==> src/include/dpc_pkg.sv <==
// Shared types and constants for the two-port memory port controller.
// Assumes one 250 MHz clock and an asynchronous memory on the far side.
package dpc_pkg;
  timeunit 1ns;
  timeprecision 1ps;
  localparam int ADDR_W = 17;
  localparam int DATA_W = 36;
  localparam logic [ADDR_W-1:0] MBOX_LEFT_ADDR  = 17'h1FFFE;
  localparam logic [ADDR_W-1:0] MBOX_RIGHT_ADDR = 17'h1FFFF;
  localparam int TOKEN_COUNT = 8;
  // Time in ns for select/address to settle before a write strobe
  localparam int SETTLE_NS = 12;
  localparam int CLK_NS    = 4;
  localparam logic [3:0] SETTLE_CYC =
    4'((SETTLE_NS + CLK_NS - 1) / CLK_NS);
  // Time the strobe is held low, and read access time
  localparam int STROBE_NS = 12;
  localparam logic [3:0] STROBE_CYC =
    4'((STROBE_NS + CLK_NS - 1) / CLK_NS);
  localparam logic [3:0] CNT_ZERO = 4'h0;

  typedef enum logic [1:0] {
    DPC_OP_READ,
    DPC_OP_WRITE,
    DPC_OP_TOKEN_CLAIM,
    DPC_OP_TOKEN_RELEASE
  } dpc_op_t;

  typedef enum {
    DPC_IDLE,
    DPC_SETUP,
    DPC_STROBE,
    DPC_CHECK
  } dpc_state_t;

  // Pins toward one memory port
  typedef struct packed {
    logic              sel_n;
    logic              token_space_select_n;
    logic              rw_n;
    logic              oe_n;
    logic [ADDR_W-1:0] addr;
    logic [DATA_W-1:0] dout;
    logic              dout_en;
  } dpc_pins_t;

  // A request from the user side
  typedef struct packed {
    dpc_op_t           op;
    logic [ADDR_W-1:0] addr;
    logic [DATA_W-1:0] wdata;
  } dpc_req_t;

  // Complete state of the controller
  typedef struct packed {
    dpc_state_t        st;
    logic [3:0]        cnt;
    dpc_req_t          req;
    dpc_pins_t         pins;
    logic              ready;
    logic              done;
    logic              retry;
    logic              granted;
    logic [DATA_W-1:0] rdata;
    logic              irq;
  } dpc_state_reg_t;
endpackage

==> src/verilog/dpc_port_ctrl.sv <==
// Controller for one port of a two-port asynchronous shared memory.
// Assumes a master-mode memory whose busy line is push-pull toward us.
//
// Notes on behaviour
// - Right port clears its interrupt by reading 1FFFF.
// - Interrupt outputs may be ignored; mailboxes act as plain memory.
// - A width-expanded array uses exactly one master.
// - Hold address and select until busy settles before strobing.
// - Depth-cascaded busy lines combine through an external AND.
// - Claim a token by writing zero, release by writing one.
module dpc_port_ctrl
  import dpc_pkg::*;
#(
  parameter bit IS_LEFT = 1'b1
) (
  input  wire logic              clock_in,        // 250 MHz clock
  input  wire logic              sys_rst_in,      // Async reset, high
  input  wire logic              req_valid_in,    // Start a request
  input  wire dpc_req_t          req_in,          // Operation and operands
  output logic                   req_ready_out,   // Idle, may take request
  output logic                   done_out,        // Pulse at completion
  output logic                   retry_out,       // Pulse: write hit busy
  output logic                   granted_out,     // Token claim succeeded
  output logic [DATA_W-1:0]      rdata_out,       // Read data
  output logic                   mbox_irq_out,    // Mailbox interrupt, high
  output dpc_pins_t              pins_out,        // Pins to the memory
  input  wire logic [DATA_W-1:0] data_pin_in,     // Data bus from memory
  input  wire logic              busy_n_in,       // Busy from master, low
  input  wire logic              mailbox_irq_n_in // This port's interrupt
);
  timeunit 1ns;
  timeprecision 1ps;

  ////////////////////////////////////////////////////////////////////////
  // Pin synchronisers: first stage feeds only the second
  logic [DATA_W+1:0] sync1_q;
  logic [DATA_W+1:0] sync2_q;
  always_ff @(posedge clock_in or posedge sys_rst_in) begin
    if (sys_rst_in) begin
      sync1_q <= {DATA_W+2{1'b1}};
      sync2_q <= {DATA_W+2{1'b1}};
    end else begin
      sync1_q <= {busy_n_in, mailbox_irq_n_in, data_pin_in};
      sync2_q <= sync1_q;
    end
  end
  logic              busy_s;
  logic              irq_s;
  logic [DATA_W-1:0] data_s;
  // Busy comes from the single master, or the AND of depth-cascaded parts
  assign busy_s = ~sync2_q[DATA_W+1];
  assign irq_s  = ~sync2_q[DATA_W];
  assign data_s = sync2_q[DATA_W-1:0];

  ////////////////////////////////////////////////////////////////////////
  // Own mailbox address: the one whose read clears our interrupt
  logic [ADDR_W-1:0] own_mbox;
  assign own_mbox = IS_LEFT ? MBOX_LEFT_ADDR : MBOX_RIGHT_ADDR;

  dpc_state_reg_t s_q;
  dpc_state_reg_t s_d;
  logic           is_write;
  logic           is_token;

  // Next state; idle pins keep both selects high for standby
  always_comb begin
    s_d       = s_q;
    s_d.done  = 1'b0;
    s_d.retry = 1'b0;
    s_d.irq   = irq_s;
    is_token  = (s_q.req.op == DPC_OP_TOKEN_CLAIM) ||
                (s_q.req.op == DPC_OP_TOKEN_RELEASE);
    is_write  = (s_q.req.op != DPC_OP_READ);
    case (s_q.st)
      DPC_IDLE: begin
        s_d.pins.sel_n                = 1'b1;
        s_d.pins.token_space_select_n = 1'b1;
        s_d.pins.rw_n                 = 1'b1;
        s_d.pins.oe_n                 = 1'b1;
        s_d.pins.dout_en              = 1'b0;
        if (req_valid_in) begin
          s_d.req = req_in;
          s_d.st  = DPC_SETUP;
          s_d.cnt = SETTLE_CYC;
          s_d.pins.addr = req_in.addr;
          if ((req_in.op == DPC_OP_TOKEN_CLAIM) ||
              (req_in.op == DPC_OP_TOKEN_RELEASE)) begin
            // Only the three low lines matter in token space
            s_d.pins.addr = {{(ADDR_W-3){1'b0}}, req_in.addr[2:0]};
            s_d.pins.token_space_select_n = 1'b0;
            // Zero claims, one releases, on every data bit
            s_d.pins.dout = (req_in.op == DPC_OP_TOKEN_CLAIM) ?
                            {DATA_W{1'b0}} : {DATA_W{1'b1}};
          end else begin
            s_d.pins.sel_n = 1'b0;
            s_d.pins.dout  = req_in.wdata;
          end
        end
      end
      // Address and select settle so the master's busy is valid
      DPC_SETUP: begin
        if (s_q.cnt > 4'h1) begin
          s_d.cnt = s_q.cnt - 4'h1;
        end else if (is_write && !is_token && busy_s) begin
          // Writing now would be inhibited; give it back to the user
          s_d.st    = DPC_IDLE;
          s_d.retry = 1'b1;
          s_d.done  = 1'b1;
          s_d.pins.sel_n = 1'b1;
        end else begin
          s_d.st  = DPC_STROBE;
          s_d.cnt = STROBE_CYC;
          s_d.pins.rw_n    = ~is_write;
          s_d.pins.oe_n    = is_write;
          s_d.pins.dout_en = is_write;
        end
      end
      DPC_STROBE: begin
        if (s_q.cnt > 4'h1) begin
          s_d.cnt = s_q.cnt - 4'h1;
        end else begin
          s_d.pins.rw_n    = 1'b1;
          s_d.pins.dout_en = 1'b0;
          s_d.rdata        = data_s;
          if (s_q.req.op == DPC_OP_TOKEN_CLAIM) begin
            // Read back to learn whether the claim won the token
            s_d.st  = DPC_CHECK;
            s_d.cnt = STROBE_CYC;
            s_d.pins.oe_n = 1'b0;
          end else begin
            s_d.st   = DPC_IDLE;
            s_d.done = 1'b1;
            s_d.pins.oe_n  = 1'b1;
            s_d.pins.sel_n = 1'b1;
            s_d.pins.token_space_select_n = 1'b1;
          end
        end
      end
      // Token read: replicated bit, zero means this side owns it
      DPC_CHECK: begin
        if (s_q.cnt > 4'h1) begin
          s_d.cnt = s_q.cnt - 4'h1;
        end else begin
          s_d.granted = ~data_s[0];
          s_d.rdata   = data_s;
          s_d.st      = DPC_IDLE;
          s_d.done    = 1'b1;
          s_d.pins.oe_n = 1'b1;
          s_d.pins.token_space_select_n = 1'b1;
        end
      end
      default: begin
        s_d.st = DPC_IDLE;
      end
    endcase
    // Ready is registered so the output comes straight from a flop
    s_d.ready = (s_d.st == DPC_IDLE);
  end

  // State register
  always_ff @(posedge clock_in or posedge sys_rst_in) begin
    if (sys_rst_in) begin
      s_q <= '{st: DPC_IDLE, cnt: CNT_ZERO, req: '0,
               pins: '{sel_n: 1'b1, token_space_select_n: 1'b1,
                       rw_n: 1'b1, oe_n: 1'b1, addr: '0, dout: '0,
                       dout_en: 1'b0},
               ready: 1'b1, done: 1'b0, retry: 1'b0, granted: 1'b0,
               rdata: '0, irq: 1'b0};
    end else begin
      s_q <= s_d;
    end
  end

  ////////////////////////////////////////////////////////////////////////
  // Outputs straight from the state register
  assign req_ready_out = s_q.ready;
  assign done_out      = s_q.done;
  assign retry_out     = s_q.retry;
  assign granted_out   = s_q.granted;
  assign rdata_out     = s_q.rdata;
  assign mbox_irq_out  = s_q.irq;
  assign pins_out      = s_q.pins;

  ////////////////////////////////////////////////////////////////////////
  // Checks
  a_standby_idle: assert property (@(posedge clock_in)
    disable iff (sys_rst_in)
    (s_q.st == DPC_IDLE) |->
      (s_q.pins.sel_n && s_q.pins.token_space_select_n))
    else $error("selects active while idle");
  // Token writes ignore busy, so only memory strobes need it settled
  a_strobe_after_settle: assert property (@(posedge clock_in)
    disable iff (sys_rst_in)
    $fell(s_q.pins.rw_n) |-> ($past(s_q.st) == DPC_SETUP) &&
      (!$past(busy_s) || !$past(s_q.pins.token_space_select_n)))
    else $error("write strobe without settled busy");
  a_busy_write_gate: assert property (@(posedge clock_in)
    disable iff (sys_rst_in)
    (s_q.st == DPC_SETUP && s_q.cnt == 4'h1 && busy_s && is_write
     && !is_token) |=> retry_out && s_q.pins.rw_n)
    else $error("write issued into busy");
  a_token_low_addr: assert property (@(posedge clock_in)
    disable iff (sys_rst_in)
    !s_q.pins.token_space_select_n |-> s_q.pins.addr[ADDR_W-1:3] == '0)
    else $error("token access uses high address");
  a_claim_data_zero: assert property (@(posedge clock_in)
    disable iff (sys_rst_in)
    (!s_q.pins.rw_n && s_q.req.op == DPC_OP_TOKEN_CLAIM)
      |-> (s_q.pins.dout == '0) && s_q.pins.dout_en)
    else $error("claim not writing zero");
  a_release_data_one: assert property (@(posedge clock_in)
    disable iff (sys_rst_in)
    (!s_q.pins.rw_n && s_q.req.op == DPC_OP_TOKEN_RELEASE)
      |-> s_q.pins.dout[0])
    else $error("release not writing one");
  a_irq_follow: assert property (@(posedge clock_in)
    disable iff (sys_rst_in)
    (sync2_q[DATA_W] == 1'b0) |=> mbox_irq_out)
    else $error("mailbox interrupt not reported");
  a_mem_select: assert property (@(posedge clock_in)
    disable iff (sys_rst_in)
    (!s_q.pins.sel_n) |-> s_q.pins.token_space_select_n)
    else $error("both selects active at once");
  // A read of our own mailbox must hold select and output enable low
  a_mbox_read_clear: assert property (@(posedge clock_in)
    disable iff (sys_rst_in)
    (s_q.st == DPC_STROBE && s_q.req.op == DPC_OP_READ &&
     s_q.req.addr == own_mbox) |-> (!s_q.pins.sel_n && !s_q.pins.oe_n))
    else $error("mailbox read does not clear interrupt");
endmodule
==> config.mk <==
export PLATFORM = sky130hd
export DESIGN_NAME = dpc_port_ctrl
export DESIGN_NICKNAME = d
export VERILOG_FILES = /design/src/include/dpc_pkg.sv /design/src/verilog/dpc_port_ctrl.sv
export SDC_FILE = /design/constraint.sdc
export NUM_CORES = 1
export LEC_CHECK = 0
export BUFFER_PORTS_ARGS = -buffer_cell sky130_fd_sc_hd__buf_4
export CAP_MARGIN = 20
export CORE_MARGIN = 2
export CORE_UTILIZATION = 53
export DETAILED_ROUTE_END_ITERATION = 8
export PLACE_DENSITY_LB_ADDON = 0.1
export SLEW_MARGIN = 20
export SYNTH_ARGS = -nofsm -noshare
export SYNTH_HDL_FRONTEND = slang
export SYNTH_SLANG_ARGS = --single-unit
==> constraint.sdc <==
create_clock -name clock_in -period 8 [get_ports clock_in]
set_input_delay 0 -clock clock_in [delete_from_list [all_inputs] [get_ports clock_in]]
set_output_delay 0 -clock clock_in [all_outputs]
set_load 0.005 [all_outputs]
# Word-level counts from Yosys, hierarchy flattened

Index checks and enable logic that the tools add are counted.

Bits of input ports: 96
Word-level logic and storage cells: 107
Output and inout port bits: 99
Register bits after elaboration: 266

Multiplexer cells: 43
Reduce and logical (&&, ||, !) cells: 20
Add/sub/neg operators: 1
$lt $le $gt $ge: 1
Bitwise gates (word level): 5
Equality and inequality tests: 17

Operators with widths:

| operator                                                                         | number |
|---|---|
| 36-bit 2-to-1 mux                                                                | 4 |
| 32-bit case mux with 4 select lines                                              | 1 |
| 32-bit 2-to-1 mux                                                                | 3 |
| 93-bit 2-to-1 mux                                                                | 1 |
| 36-bit case mux with 2 select lines                                              | 1 |
| 32-bit by 2-bit equality test with 1-bit output (second input constant)          | 2 |
| 32-bit logical NOT                                                               | 2 |
| 32-bit by 1-bit equality test with 1-bit output (second input constant)          | 1 |
| 4-bit 2-to-1 mux                                                                 | 6 |
| 17-bit 2-to-1 mux                                                                | 1 |
| 2-bit != test (second input constant)                                            | 8 |
| 4-bit case mux with 4 select lines                                               | 1 |
| 1-bit case mux with 3 select lines                                               | 5 |
| 5-bit AND reduction                                                              | 3 |
| 2-bit 2-to-1 mux                                                                 | 7 |
| 1-bit 2-to-1 mux                                                                 | 12 |
| 2-bit equality test (second input constant)                                      | 4 |
| 4-bit AND reduction                                                              | 2 |
| 3-bit != test (second input constant)                                            | 2 |
| 3-bit nonzero test                                                               | 2 |
| 1-bit inverter                                                                   | 5 |
| 4-bit by 1-bit greater-than comparator with 1-bit output (second input constant) | 1 |
| 1-bit case mux with 4 select lines                                               | 1 |
| 2-bit AND reduction                                                              | 2 |
| other kinds (7)                                                                  | 10 |

# Depth between registers and ports, before layout

Gate-level depths: netlist (run 1).

Depth in word-level cells: 9
Depth in mapped cells: 9
Gate-level depth less buffers: 7

# Least setup slack after synthesis (run 1)

OpenSTA, ideal clock, no wires.

Path type: reg-to-reg
From: register s_q[154] in the netlist's numbering
To: register s_q (netlist bit rdata_out[10])
Setup slack: 5818 ps
Stages on the path, launching flop included: 9
Data required time: 7875 ps
Path buffers: 2
Library setup time: 125 ps
Arrival: 2058 ps
Period minus slack after synthesis: 2182 ps
Cells stage by stage: dfrtp_1 > inv_1 > ha_1 > or2_2 > clkbuf_1 > nand3_1 > nor3_2 > buf_4 > mux2_2

Longest elaborated chain between the ends: 3
Elaborated cells between the ends (all ways): 4
Classes of those cells: order compare: 1; eq/ne: 2; reduce/logical: 1

RTL lines:

| item                                                       | line                                       | text |
|---|---|---|
| start, declared                                            | dpc_port_ctrl.sv:60                        | `dpc_state_reg_t s_q;` |
| start signal, assigned                                     | dpc_port_ctrl.sv:163                       | `s_q <= '{st: DPC_IDLE, cnt: CNT_ZERO, req: '0,` |
| 4-bit by 1-bit greater-than comparator with 1-bit output * | dpc_port_ctrl.sv:119, dpc_port_ctrl.sv:141 |  |
| 2-bit != test (no line)                                    | --                                         |  |
| 3-bit AND reduction (no line) *                            | --                                         |  |

Mark *: on every way between the ends. The rest lies on a longest branch, timed or not.
A chain may end at the register's enable or synchronous reset.

# Worst setup path in the final report (run 1)

From: register s_q[188] in the netlist's numbering
To: register s_q (netlist bit rdata_out[0])

Longest elaborated chain between the ends: 3
Elaborated cells between the ends (all ways): 7
Classes of those cells: eq/ne: 4; mux: 1; reduce/logical: 2

RTL lines:

| item                                                                 | line                | text |
|---|---|---|
| 32-bit by 2-bit equality test with 1-bit output                      | dpc_port_ctrl.sv:74 | `case (s_q.st)` |
| 2-bit != test (no line) / 2-bit nonzero test (equally long branches) | --                  |  |
| 3-bit AND reduction (no line)                                        | --                  |  |

Several ways; a longest one is shown, not always the timed one.

==> results of run 1 <==
cell usage in the layout, fill, tap and decap left out, drive strengths merged, types with 2 or more instances in the layout:
cell type	count
a2111oi	2
a21oi	6
a31oi	38
buf	198
clkbuf	38
clkinv	3
conb	30
dfrtp	132
dfstp	81
dlygate4sd3	95
ha	2
inv	26
mux2	45
mux2i	2
nand2	43
nand2b	3
nand3	20
nand4	3
nor2	45
nor3	3
nor4	8
o21ai	18
o22ai	4
or2	2
or3	3
repair_timing:
action                                 CTS  global route
setup endpoints to repair                0             0
endpoints found under the hold margin  171             0
hold buffers                            95             0
worst max-delay path, delay by kind of cell (launching register included):
| kind | cells | cell delay [ps] |
|---|---|---|
| buf+inv | 1 | 420 |
| flops | 1 | 360 |
| simple gates | 3 | 1490 |
| mux | 1 | 370 |
cells by family (layout without fill, tap and decap cells):
family                     count (synthesis)  in the layout  share of synthesized area [%]
and+or+nand+nor                          134            134                           7.57
muxes                                     47             47                           6.60
DFF                                      213            213                           68.0
AOI/OAI and AO/OA                         75             75                           5.74
other                                      1             30                         0.0470
buffers and inverters                    148            360                           11.6
adders and majority gates                  3              3                          0.439
per-stage QoR:
stage	setup slack (ps)	cells	util, %	instance area [µm²]	hold slack, ps
2_1_floorplan	2310	650	-	8090	4.48
3_3_place_gp	5240	911	61.5	9010	108
3_5_place_dp	5120	911	61.5	9010	109
4_1_cts	5130	1046	72.8	10700	142
5_1_grt	4950	1046	72.8	10700	150
6_report	5220	1046	72.8	10700	160
state kept, by name, indices dropped and copies added (netlist names):
name	cells
rdata_out	36
done_out	1
sync1_q	38
pins_out	55
req_ready_out	1
mbox_irq_out	1
retry_out	1
s_q	41
sync2_q	38
granted_out	1
area by class of cell:
class | instances | area [µm²] | share of cell area (%)
flip-flops and latches | 213 | 5430 | 51.0
repair buffers | 293 | 2440 | 22.9
multi-input cells | 289 | 1750 | 16.4
clock buffers | 38 | 682 | 6.40
well taps | 184 | 230 | 2.16
inverters | 27 | 109 | 1.02
clock inverters | 2 | 13.8 | 0.129
per-layer routing:
metal	vias to the layer above	track usage [%]	part of all wire [%]
met5	-	0	0
met4	0	7.43	2.9
met3	40	3.67	6.0
met2	189	36.1	51
met1	2556	26.9	40
li1	2405	-	-
power breakdown:
part | internal, mW | switching (mW) | total (mW)
combinational | 0.0664 | 0.0539 | 0.120
clock | 0.577 | 0.381 | 0.957
sequential | 1.12 | 0.00835 | 1.13
total | 1.76 | 0.443 | 2.21
final timing paths:
path / to / slack (ps) / start
max in group asynchronous: retry_out / 6270 / sys_rst_in
worst min register to register: sync2_q[7] / 350 / sync1_q[7]
min in group asynchronous: rdata_out[35] / 270 / sys_rst_in
worst max register to register: rdata_out[0] / 5220 / s_q[188]
worst min-delay path: sync1_q[30] / 160 / data_pin_in[30]
worst max-delay path: rdata_out[0] / 5220 / s_q[188]
==> metrics.txt, run 1 <==
run status=complete, no violations; vias per std cell=4.96; EDFF count, synth=0; grt ovf=0; crit path time final=2780 ps; total power=2.21 mW; #FFs+latches synth=213; Req. time, crit path=8370 ps; initial antenna violation count=0; synth warn=0; clk_skew=9.43 ps; Iter 0 DRT Violations=272; crit path max-delay cell type=nor3_4; setup TNS=0 ps; Static Leak=5.16 nW; leading area contributor after synthesis=dfrtp_1; Commonest cells post-synth=dfrtp_1, buf_4, dfstp_2; Post-CTS Setup Inserts=0; Die X=127 µm; HP Class=primary input to flop; synth top area cells=dfrtp_1, dfstp_2, buf_4; Pins Over Slew Limit=0; final hold vios=0; post-synthesis cell count=621; largest net degree at the start of global routing=137; r2r worst-path depth=5; Max stage delay on crit path=870 ps; CTS Buffer Depth=3; first-pass GRT wire length=26.9 mm; crit-path max FO=20; share of cells above drive strength 1=41.8%; maximum clock frequency=360 MHz; Peak VDD IR=173 µV; I/O pin count=195; Finish-stage setup viols=0; Root Buffer Master=clkbuf_16; Main synth FF type=dfrtp_1; Yosys top cell area share=41.4%; Critical Path End Type=flop; standard-cell rows=44; Worst slew margin=34.3%; Tightest Pin Transition=985 ps; drt pass-1 iters=5; RSZ-0062 raised after global routing=false; I/O Buffers=194; CTS tree=built; # nets final=944; most common cell in the netlist=dfrtp_1; CTS clk-pin slew, worst paths=60 ps; period utilisation layout=34.7%; clock sink count=213; Seq/Total Area, Yosys=68.0%; drt wl/cell=16.0 µm; crit start category=flop; Synth-to-Final Area Change=33.4%; # diodes=0; depth of the worst hold-timing path=2; ANT nets after route=0; Clk Latency, worst-skew pair=490 ps; maxcap violations=0; Fillers=958; GRT Resource Usage Total=20.9%; vias in the first global route=5,393; Die H=127 µm; crit-path cells=nor4_1 > nand4_1 > nor3_4 > buf_4 > mux2_2; # DRC=0; Initial Util=54.5%; Vias=5,190; Routed WL=16.7 mm; cts bufs inserted=22; synth unique cells=40; H-tree Lvls=1; GPL Wtd Cong=0.859; async set or reset register ratio after synthesis=100%; pwr dens=207 nW/µm²; die area=16,100 µm²; Syn Std Cell Area=7990 µm²; Setup CP Type=flop to flop; post-CTS sizing=0; DP Wirelength=9.94 mm; Core Area=14,600 µm²; Avg Cell Area, Syn=12.9 µm²; crit path DAT=3150 ps
Note: power is estimated with default switching activity, not from simulation.
==> run 2: changes to the inputs <==
- ABC_AREA: default -> 1
- CORE_UTILIZATION: 53 -> 49
- clock period: 8 -> 2.5 ns (I/O delays scaled with it)
==> run 2 against run 1 <==
Die area rose by 15%. Setup slack got worse by 4800 ps. Hold slack got worse by 4.9 ps. Sequential share of layout area fell by 3.1 points. Combinational power rose to 3.2 times the previous value. Non-clock buffer count rose by 2. Synthesized cell count rose by 26%. Area after synthesis rose by 7.2%. Routed wire length rose by 6.2%. Clock-buffer cell count fell by 5. Design area rose by 6.4%. Sequential power rose to 3.2 times the previous value. Largest power group unchanged.
==> metrics.txt, run 2 <==
crit path max-delay cell type=dlygate4sd3_1; Peak VDD IR=494 µV (+190%); drt pass-1 iters=4 (-1); clock sink count=213 (unchanged); Synth-to-Final Area Change=32.4%; critical path depth in cells=10 (+5); standard-cell rows=48 (+9.1%); Critical path buffers and inverters=1 (unchanged); Iter 0 DRT Violations=249 (-8.5%); Routed WL=17.7 mm (+6.2%); Vias=5,874 (+13%); post-CTS sizing=0 (unchanged); #FFs+latches synth=213 (unchanged); depth of the worst hold-timing path=2 (unchanged); async set or reset register ratio after synthesis=100% (unchanged); Core Area=17,200 µm² (+17%); crit path DAT=2570 ps (-580 ps); crit-path cells=nor2_1 > nand3_1 > nor2_1 > nand2_4 > nor2_4 > nor2_1 > nand3_1 > dlygate4sd3_1 > nand3_1 > nand2_1; area of the multi-input gates=2080 µm² (+19%); FF/Latch Area=5430 µm² (unchanged); period utilisation layout=85.1% (+50 points); total power=7.32 mW (+230%); die area=18,500 µm² (+15%); Commonest cells post-synth=nand2_1, dfrtp_1, buf_4; most frequent cells in the layout=buf_4, nand2_1, dfrtp_1, dlygate4sd3_1, dfstp_2; ANT nets after route=0 (unchanged); crit path from=s_q[174]; crit-path max FO=9 (-55%); # DRC=0 (unchanged); GPL Wtd Cong=0.887 (+3.3%); I/O Buffers=194 (unchanged); Main synth FF type=dfrtp_1; grt ovf=0 (unchanged); synth unique cells=31 (-23%); WHS=155 ps (-4.91 ps); Clk Latency, worst-skew pair=500 ps (about the same); # nets final=1,119 (+19%); final hold vios=0 (unchanged); first-pass GRT wire length=28.4 mm (+5.6%); crit start category=flop; CTS Buffer Depth=3 (unchanged); Critical Path Sink=pins_out[56]; Setup CP Type=flop to flop; crit path time final=2130 ps (-652 ps); Die X=136 µm (+7.5%); Worst slew margin=48.7% (+14 points); Top Usage Layer GRT=met2; CTS clk-pin slew, worst paths=60 ps (about the same); Seq/Total Area, Yosys=63.4% (-4.6 points); pwr dens=645 nW/µm² (+210%); GR Util met1=24.2% (-2.7 points); Tightest Pin Transition=768 ps (-217 ps); run status=complete, no violations; grt met2 use=32.8% (-3.3 points); clk_skew=12.6 ps (+3.14 ps); GRT Resource Usage Total=19.1% (-1.8 points); initial antenna violation count=0 (unchanged); vias in the first global route=5,879 (+9.0%); R2R Path End=pins_out[56]; # diodes=0 (unchanged); Req. time, crit path=2940 ps (-5430 ps); HP Class=primary input to flop; RSZ-0062 raised after global routing=false; drt wl/cell=14.0 µm (-12%); EDFF count, synth=0 (unchanged); r2r worst-path depth=10 (+5); Root Buffer Master=clkbuf_16; M3 GR Usage=3.62% (-0.053 points); Critical Path End Type=flop; largest net degree at the start of global routing=77 (-44%); maxcap violations=0 (unchanged); Fillers=1,350 (+41%); number of flip-flops in the largest register=55 (unchanged); commonest non-fill, non-tap cell in the layout=buf_4; cell family with most CP delay=simple AND/OR/NAND/NOR gates; Finish-stage setup viols=0 (unchanged); share of cells above drive strength 1=36.5% (-5.3 points); CTS tree=built; Max stage delay on crit path=550 ps (-320 ps); Die H=136 µm (+7.5%); cts bufs inserted=23 (+4.5%); most common cell in the netlist=nand2_1; post-synthesis cell count=785 (+26%); Static Leak=5.80 nW (+12%); Yosys top cell area share=38.6% (-2.8 points); Pins Over Slew Limit=0 (unchanged); I/O pin count=195 (unchanged); Syn Std Cell Area=8560 µm² (+7.2%); Avg Cell Area, Syn=10.9 µm² (-15%); slack of the worst reg-to-reg path=370 ps (-4850 ps); reg2reg start=s_q[174]; synth top area cells=dfrtp_1, dfstp_2, buf_4; vias per std cell=4.65 (-6.3%); maximum clock frequency=470 MHz (+31%); synth warn=0 (unchanged); H-tree Lvls=1 (unchanged); leading area contributor after synthesis=dfrtp_1; Post-CTS Setup Inserts=0 (unchanged); Hold Startpoint=data_pin_in[11]; DP Wirelength=11.3 mm (+13%); Initial Util=49.9% (-4.7 points)
## run 2: cell count changes in the layout (fill, tap and decap cells not counted), sizes merged, moves of 4 or more
cell,before,now
a21oi,6,15
a22o,0,14
a31oi,38,0
clkbuf,38,33
clkinv,3,7
inv,26,68
mux2,45,0
nand2,43,199
nand3,20,50
nor4,8,0
o21ai,18,51
o22ai,4,0
## run 2: cells by family after synthesis
group / share of synthesized area, %
simple gates: 15.5
flops: 63.4
buf+inv: 13.5
compound gates: 7.00
xor+xnor: 0.205
fa+ha+maj: 0.292
other cells: 0.0438
## run 2: final cells by class
| class | count | share of cell area, % |
|---|---|---|
| tap | 225 | 2.48 |
| timing repair buffer | 295 | 22.2 |
| multi-input combinational | 417 | 18.3 |
| clock buffer | 33 | 5.49 |
| clock inverter | 9 | 1.11 |
| sequential | 213 | 47.9 |
| inverter | 71 | 2.47 |
## run 2: metrics by stage
step / instances / worst slack [ps] / TNS, ps / cell area, µm² / util [%]
after global placement: 1125 / 426 / 0 / 9630 / 56.1
final: 1263 / 373 / 0 / 11300 / 66.0
after global routing: 1263 / 166 / 0 / 11300 / 66.0
after CTS: 1263 / 371 / 0 / 11300 / 66.0
after floorplan: 814 / -204 / -26930 / 8680 / -
after detailed placement: 1125 / 378 / 0 / 9630 / 56.1
## run 2: layer usage
| layer | wire [µm] | share of wire, % |
|---|---|---|
| met5 | 0 | 0 |
| met4 | 431 | 2.4 |
| met3 | 1030 | 5.8 |
| met2 | 9000 | 51 |
| met1 | 7250 | 41 |
## run 2: worst min path at each step
stage                             end  slack (ps)
after floorplan            sync1_q[0]           4
after global placement    sync1_q[23]         110
after detailed placement  sync1_q[11]         110
after CTS                  sync1_q[3]         130
after global routing      sync1_q[21]         140
final                     sync1_q[11]         160
## run 2: worst register-to-register path, delay by kind of cell (launching register included)
kind	cells	cell delay, ps
and+or+nand+nor	9	1150
buffers and inverters	1	550
DFF	1	380
## run 2: power breakdown
group          switching (mW)  internal, mW
clock network            1.28          2.05
logic                   0.162         0.216
registers              0.0247          3.59
## run 2: timing repair
item	CTS	global route
hold endpoints to repair	111	0
endpoints found under the setup margin	0	0
hold buffers	96	0
==> run 3: changes to the inputs <==
- MAX_ROUTING_LAYER: default -> met4
==> run 3 against run 2 <==
Critical path depth down 1. Non-clock buffer count down 1. Design area down 0.33%. Sequential share of layout area up 0.16 points. Total power down 2.2%. Hold slack worse by 1.2 ps. Critical path type unchanged. Largest cell class unchanged.
==> metrics.txt, run 3 (synthesized netlist as in run 2, its figures left out) <==
Die H=136 µm (unchanged); Initial Util=49.9% (unchanged); Routed WL=17.8 mm (+0.54%); clock sink count=213 (unchanged); grt ovf=0 (unchanged); vias in the first global route=5,883 (+0.068%); maxcap violations=0 (unchanged); Core Area=17,200 µm² (unchanged); RSZ-0062 raised after global routing=false; Tightest Pin Transition=695 ps (-73.3 ps); vias per std cell=4.62 (-0.65%); number of flip-flops in the largest register=55 (unchanged); I/O Buffers=194 (unchanged); Req. time, crit path=2850 ps (-90 ps); Setup CP Type=flop to flop; Synth-to-Final Area Change=32.0%; Critical Path End Type=flop; Max stage delay on crit path=490 ps (-60 ps); Static Leak=5.78 nW (-0.32%); Internal=5.71 mW (-2.4%); part of the power in the clock network=44.3% (-1.2 points); Clk Latency, worst-skew pair=490 ps (about the same); crit start category=flop; pwr dens=633 nW/µm² (-1.8%); DP Wirelength=11.3 mm (+0.47%); # DRC=0 (unchanged); final hold vios=0 (unchanged); H-tree Lvls=1 (unchanged); WHS=154 ps (-1.19 ps); run status=complete, no violations; most frequent cells in the layout=buf_4, nand2_1, dfrtp_1, dlygate4sd3_1, dfstp_2; # nets final=1,118 (-0.089%); die area=18,500 µm² (unchanged); Die X=136 µm (unchanged); GRT Resource Usage Total=19.5% (+0.44 points); Pins Over Slew Limit=0 (unchanged); maximum clock frequency=468 MHz (-0.56%); I/O pin count=195 (unchanged); share of cells above drive strength 1=36.6% (+0.13 points); clk_skew=10.5 ps (-2.09 ps); GPL Wtd Cong=0.886 (-0.11%); Fillers=1,313 (-2.7%); HP Class=primary input to flop; commonest non-fill, non-tap cell in the layout=buf_4; drt pass-1 iters=5 (+1); total power=7.16 mW (-2.2%); first-pass GRT wire length=28.3 mm (-0.17%); crit-path cells=inv_2 > nand3_1 > nor2_1 > nand2_1 > nor2_8 > nand2_4 > clkinv_4 > nand2_4 > nand3_1; cts bufs inserted=23 (unchanged); crit path DAT=2490 ps (-80 ps); Peak VDD IR=464 µV (-6.3%); CTS Buffer Depth=3 (unchanged); Flop pwr share=50.4% (+1.1 points); Worst slew margin=53.7% (+5.0 points); crit-path max FO=64 (+55); crit path max-delay cell type=nand2_4; standard-cell rows=48 (unchanged); largest net degree at the start of global routing=133 (+73%); Finish-stage setup viols=0 (unchanged); # diodes=0 (unchanged); initial antenna violation count=0 (unchanged); CTS clk-pin slew, worst paths=60 ps (about the same); switching share of power=20.3% (+0.18 points); Vias=5,831 (-0.73%); Logic pwr share=5.2% (about the same); ANT nets after route=0 (unchanged); crit path time final=2140 ps (+12.1 ps); CTS tree=built; drt wl/cell=14.1 µm (+0.62%); period utilisation layout=85.6% (+0.48 points); Switching Power=1.45 mW (-1.3%); Root Buffer Master=clkbuf_16; Iter 0 DRT Violations=411 (+65%)
## run 3: changes by cell type in the layout (fill, tap and decap cells not counted)
cell,delta
clkbuf_1,-2
clkbuf_8,+6
clkinv_2,-2
clkinvlp_4,+1
buf_12,-1
bufinv_16,-3
## run 3: layout make-up
class	count	area (µm²)	share of cell area, %
Timing Repair Buffer	294	2500	22.1
Clock buffer	37	698	6.18
Tap cell	225	282	2.49
Multi-Input combinational cell	417	2080	18.4
Sequential cell	213	5430	48.1
Inverter	71	280	2.48
Clock inverter	5	33.8	0.299
## run 3: power groups by stage
stage,registers (mW),clock network (mW),logic [mW]
after floorplan,3.66,0,0.0956
after global routing,3.62,3.42,0.415
after CTS,3.61,3.27,0.375
final,3.61,3.17,0.376
after detailed placement,3.67,0,0.250
after global placement,3.66,0,0.245
## run 3: per-layer routing
metal | wire length (µm) | global-route usage [%]
met1 | 7440 | 24.8
met2 | 8850 | 32.4
met3 | 1050 | 3.36
met4 | 463 | 5.50
met5 | 0 | -
## run 3: what timing repair did
| action | 4_1_cts | 5_1_grt |
|---|---|---|
| hold endpoints to repair | 230 | 0 |
| resized for setup | 0 | 0 |
| hold buffers | 96 | 0 |
| buffers inserted | 0 | 0 |
## run 3: per-stage QoR
step | util (%) | setup slack [ps] | area (µm²) | cells | setup TNS (ps)
floorplan | - | -204 | 8680 | 814 | -26930
global placement | 56.0 | 455 | 9610 | 1124 | 0
detailed placement | 56.0 | 399 | 9610 | 1124 | 0
CTS | 65.8 | 359 | 11300 | 1262 | 0
global route | 65.8 | 152 | 11300 | 1262 | 0
finish | 65.8 | 361 | 11300 | 1262 | 0
## run 3: worst max-delay path: cells and delay by family, from the launching register on
family | cells | cell delay [ps]
buffers and inverters | 2 | 270
flip-flops | 1 | 460
AND/OR/NAND/NOR | 7 | 1220
## run 3: path summary, 6_finish.rpt
kind                             from      endpoint  slack, ps  cells after the start
hold / removal              busy_n_in   sync1_q[37]        150                      2
setup / recovery             s_q[158]  pins_out[15]        360                      9
max in group asynchronous  sys_rst_in      s_q[180]       1670                      4
hold reg to reg            sync1_q[6]    sync2_q[6]        350                      0
setup reg to reg             s_q[158]  pins_out[15]        360                      9
min in group asynchronous  sys_rst_in  pins_out[30]        250                      4
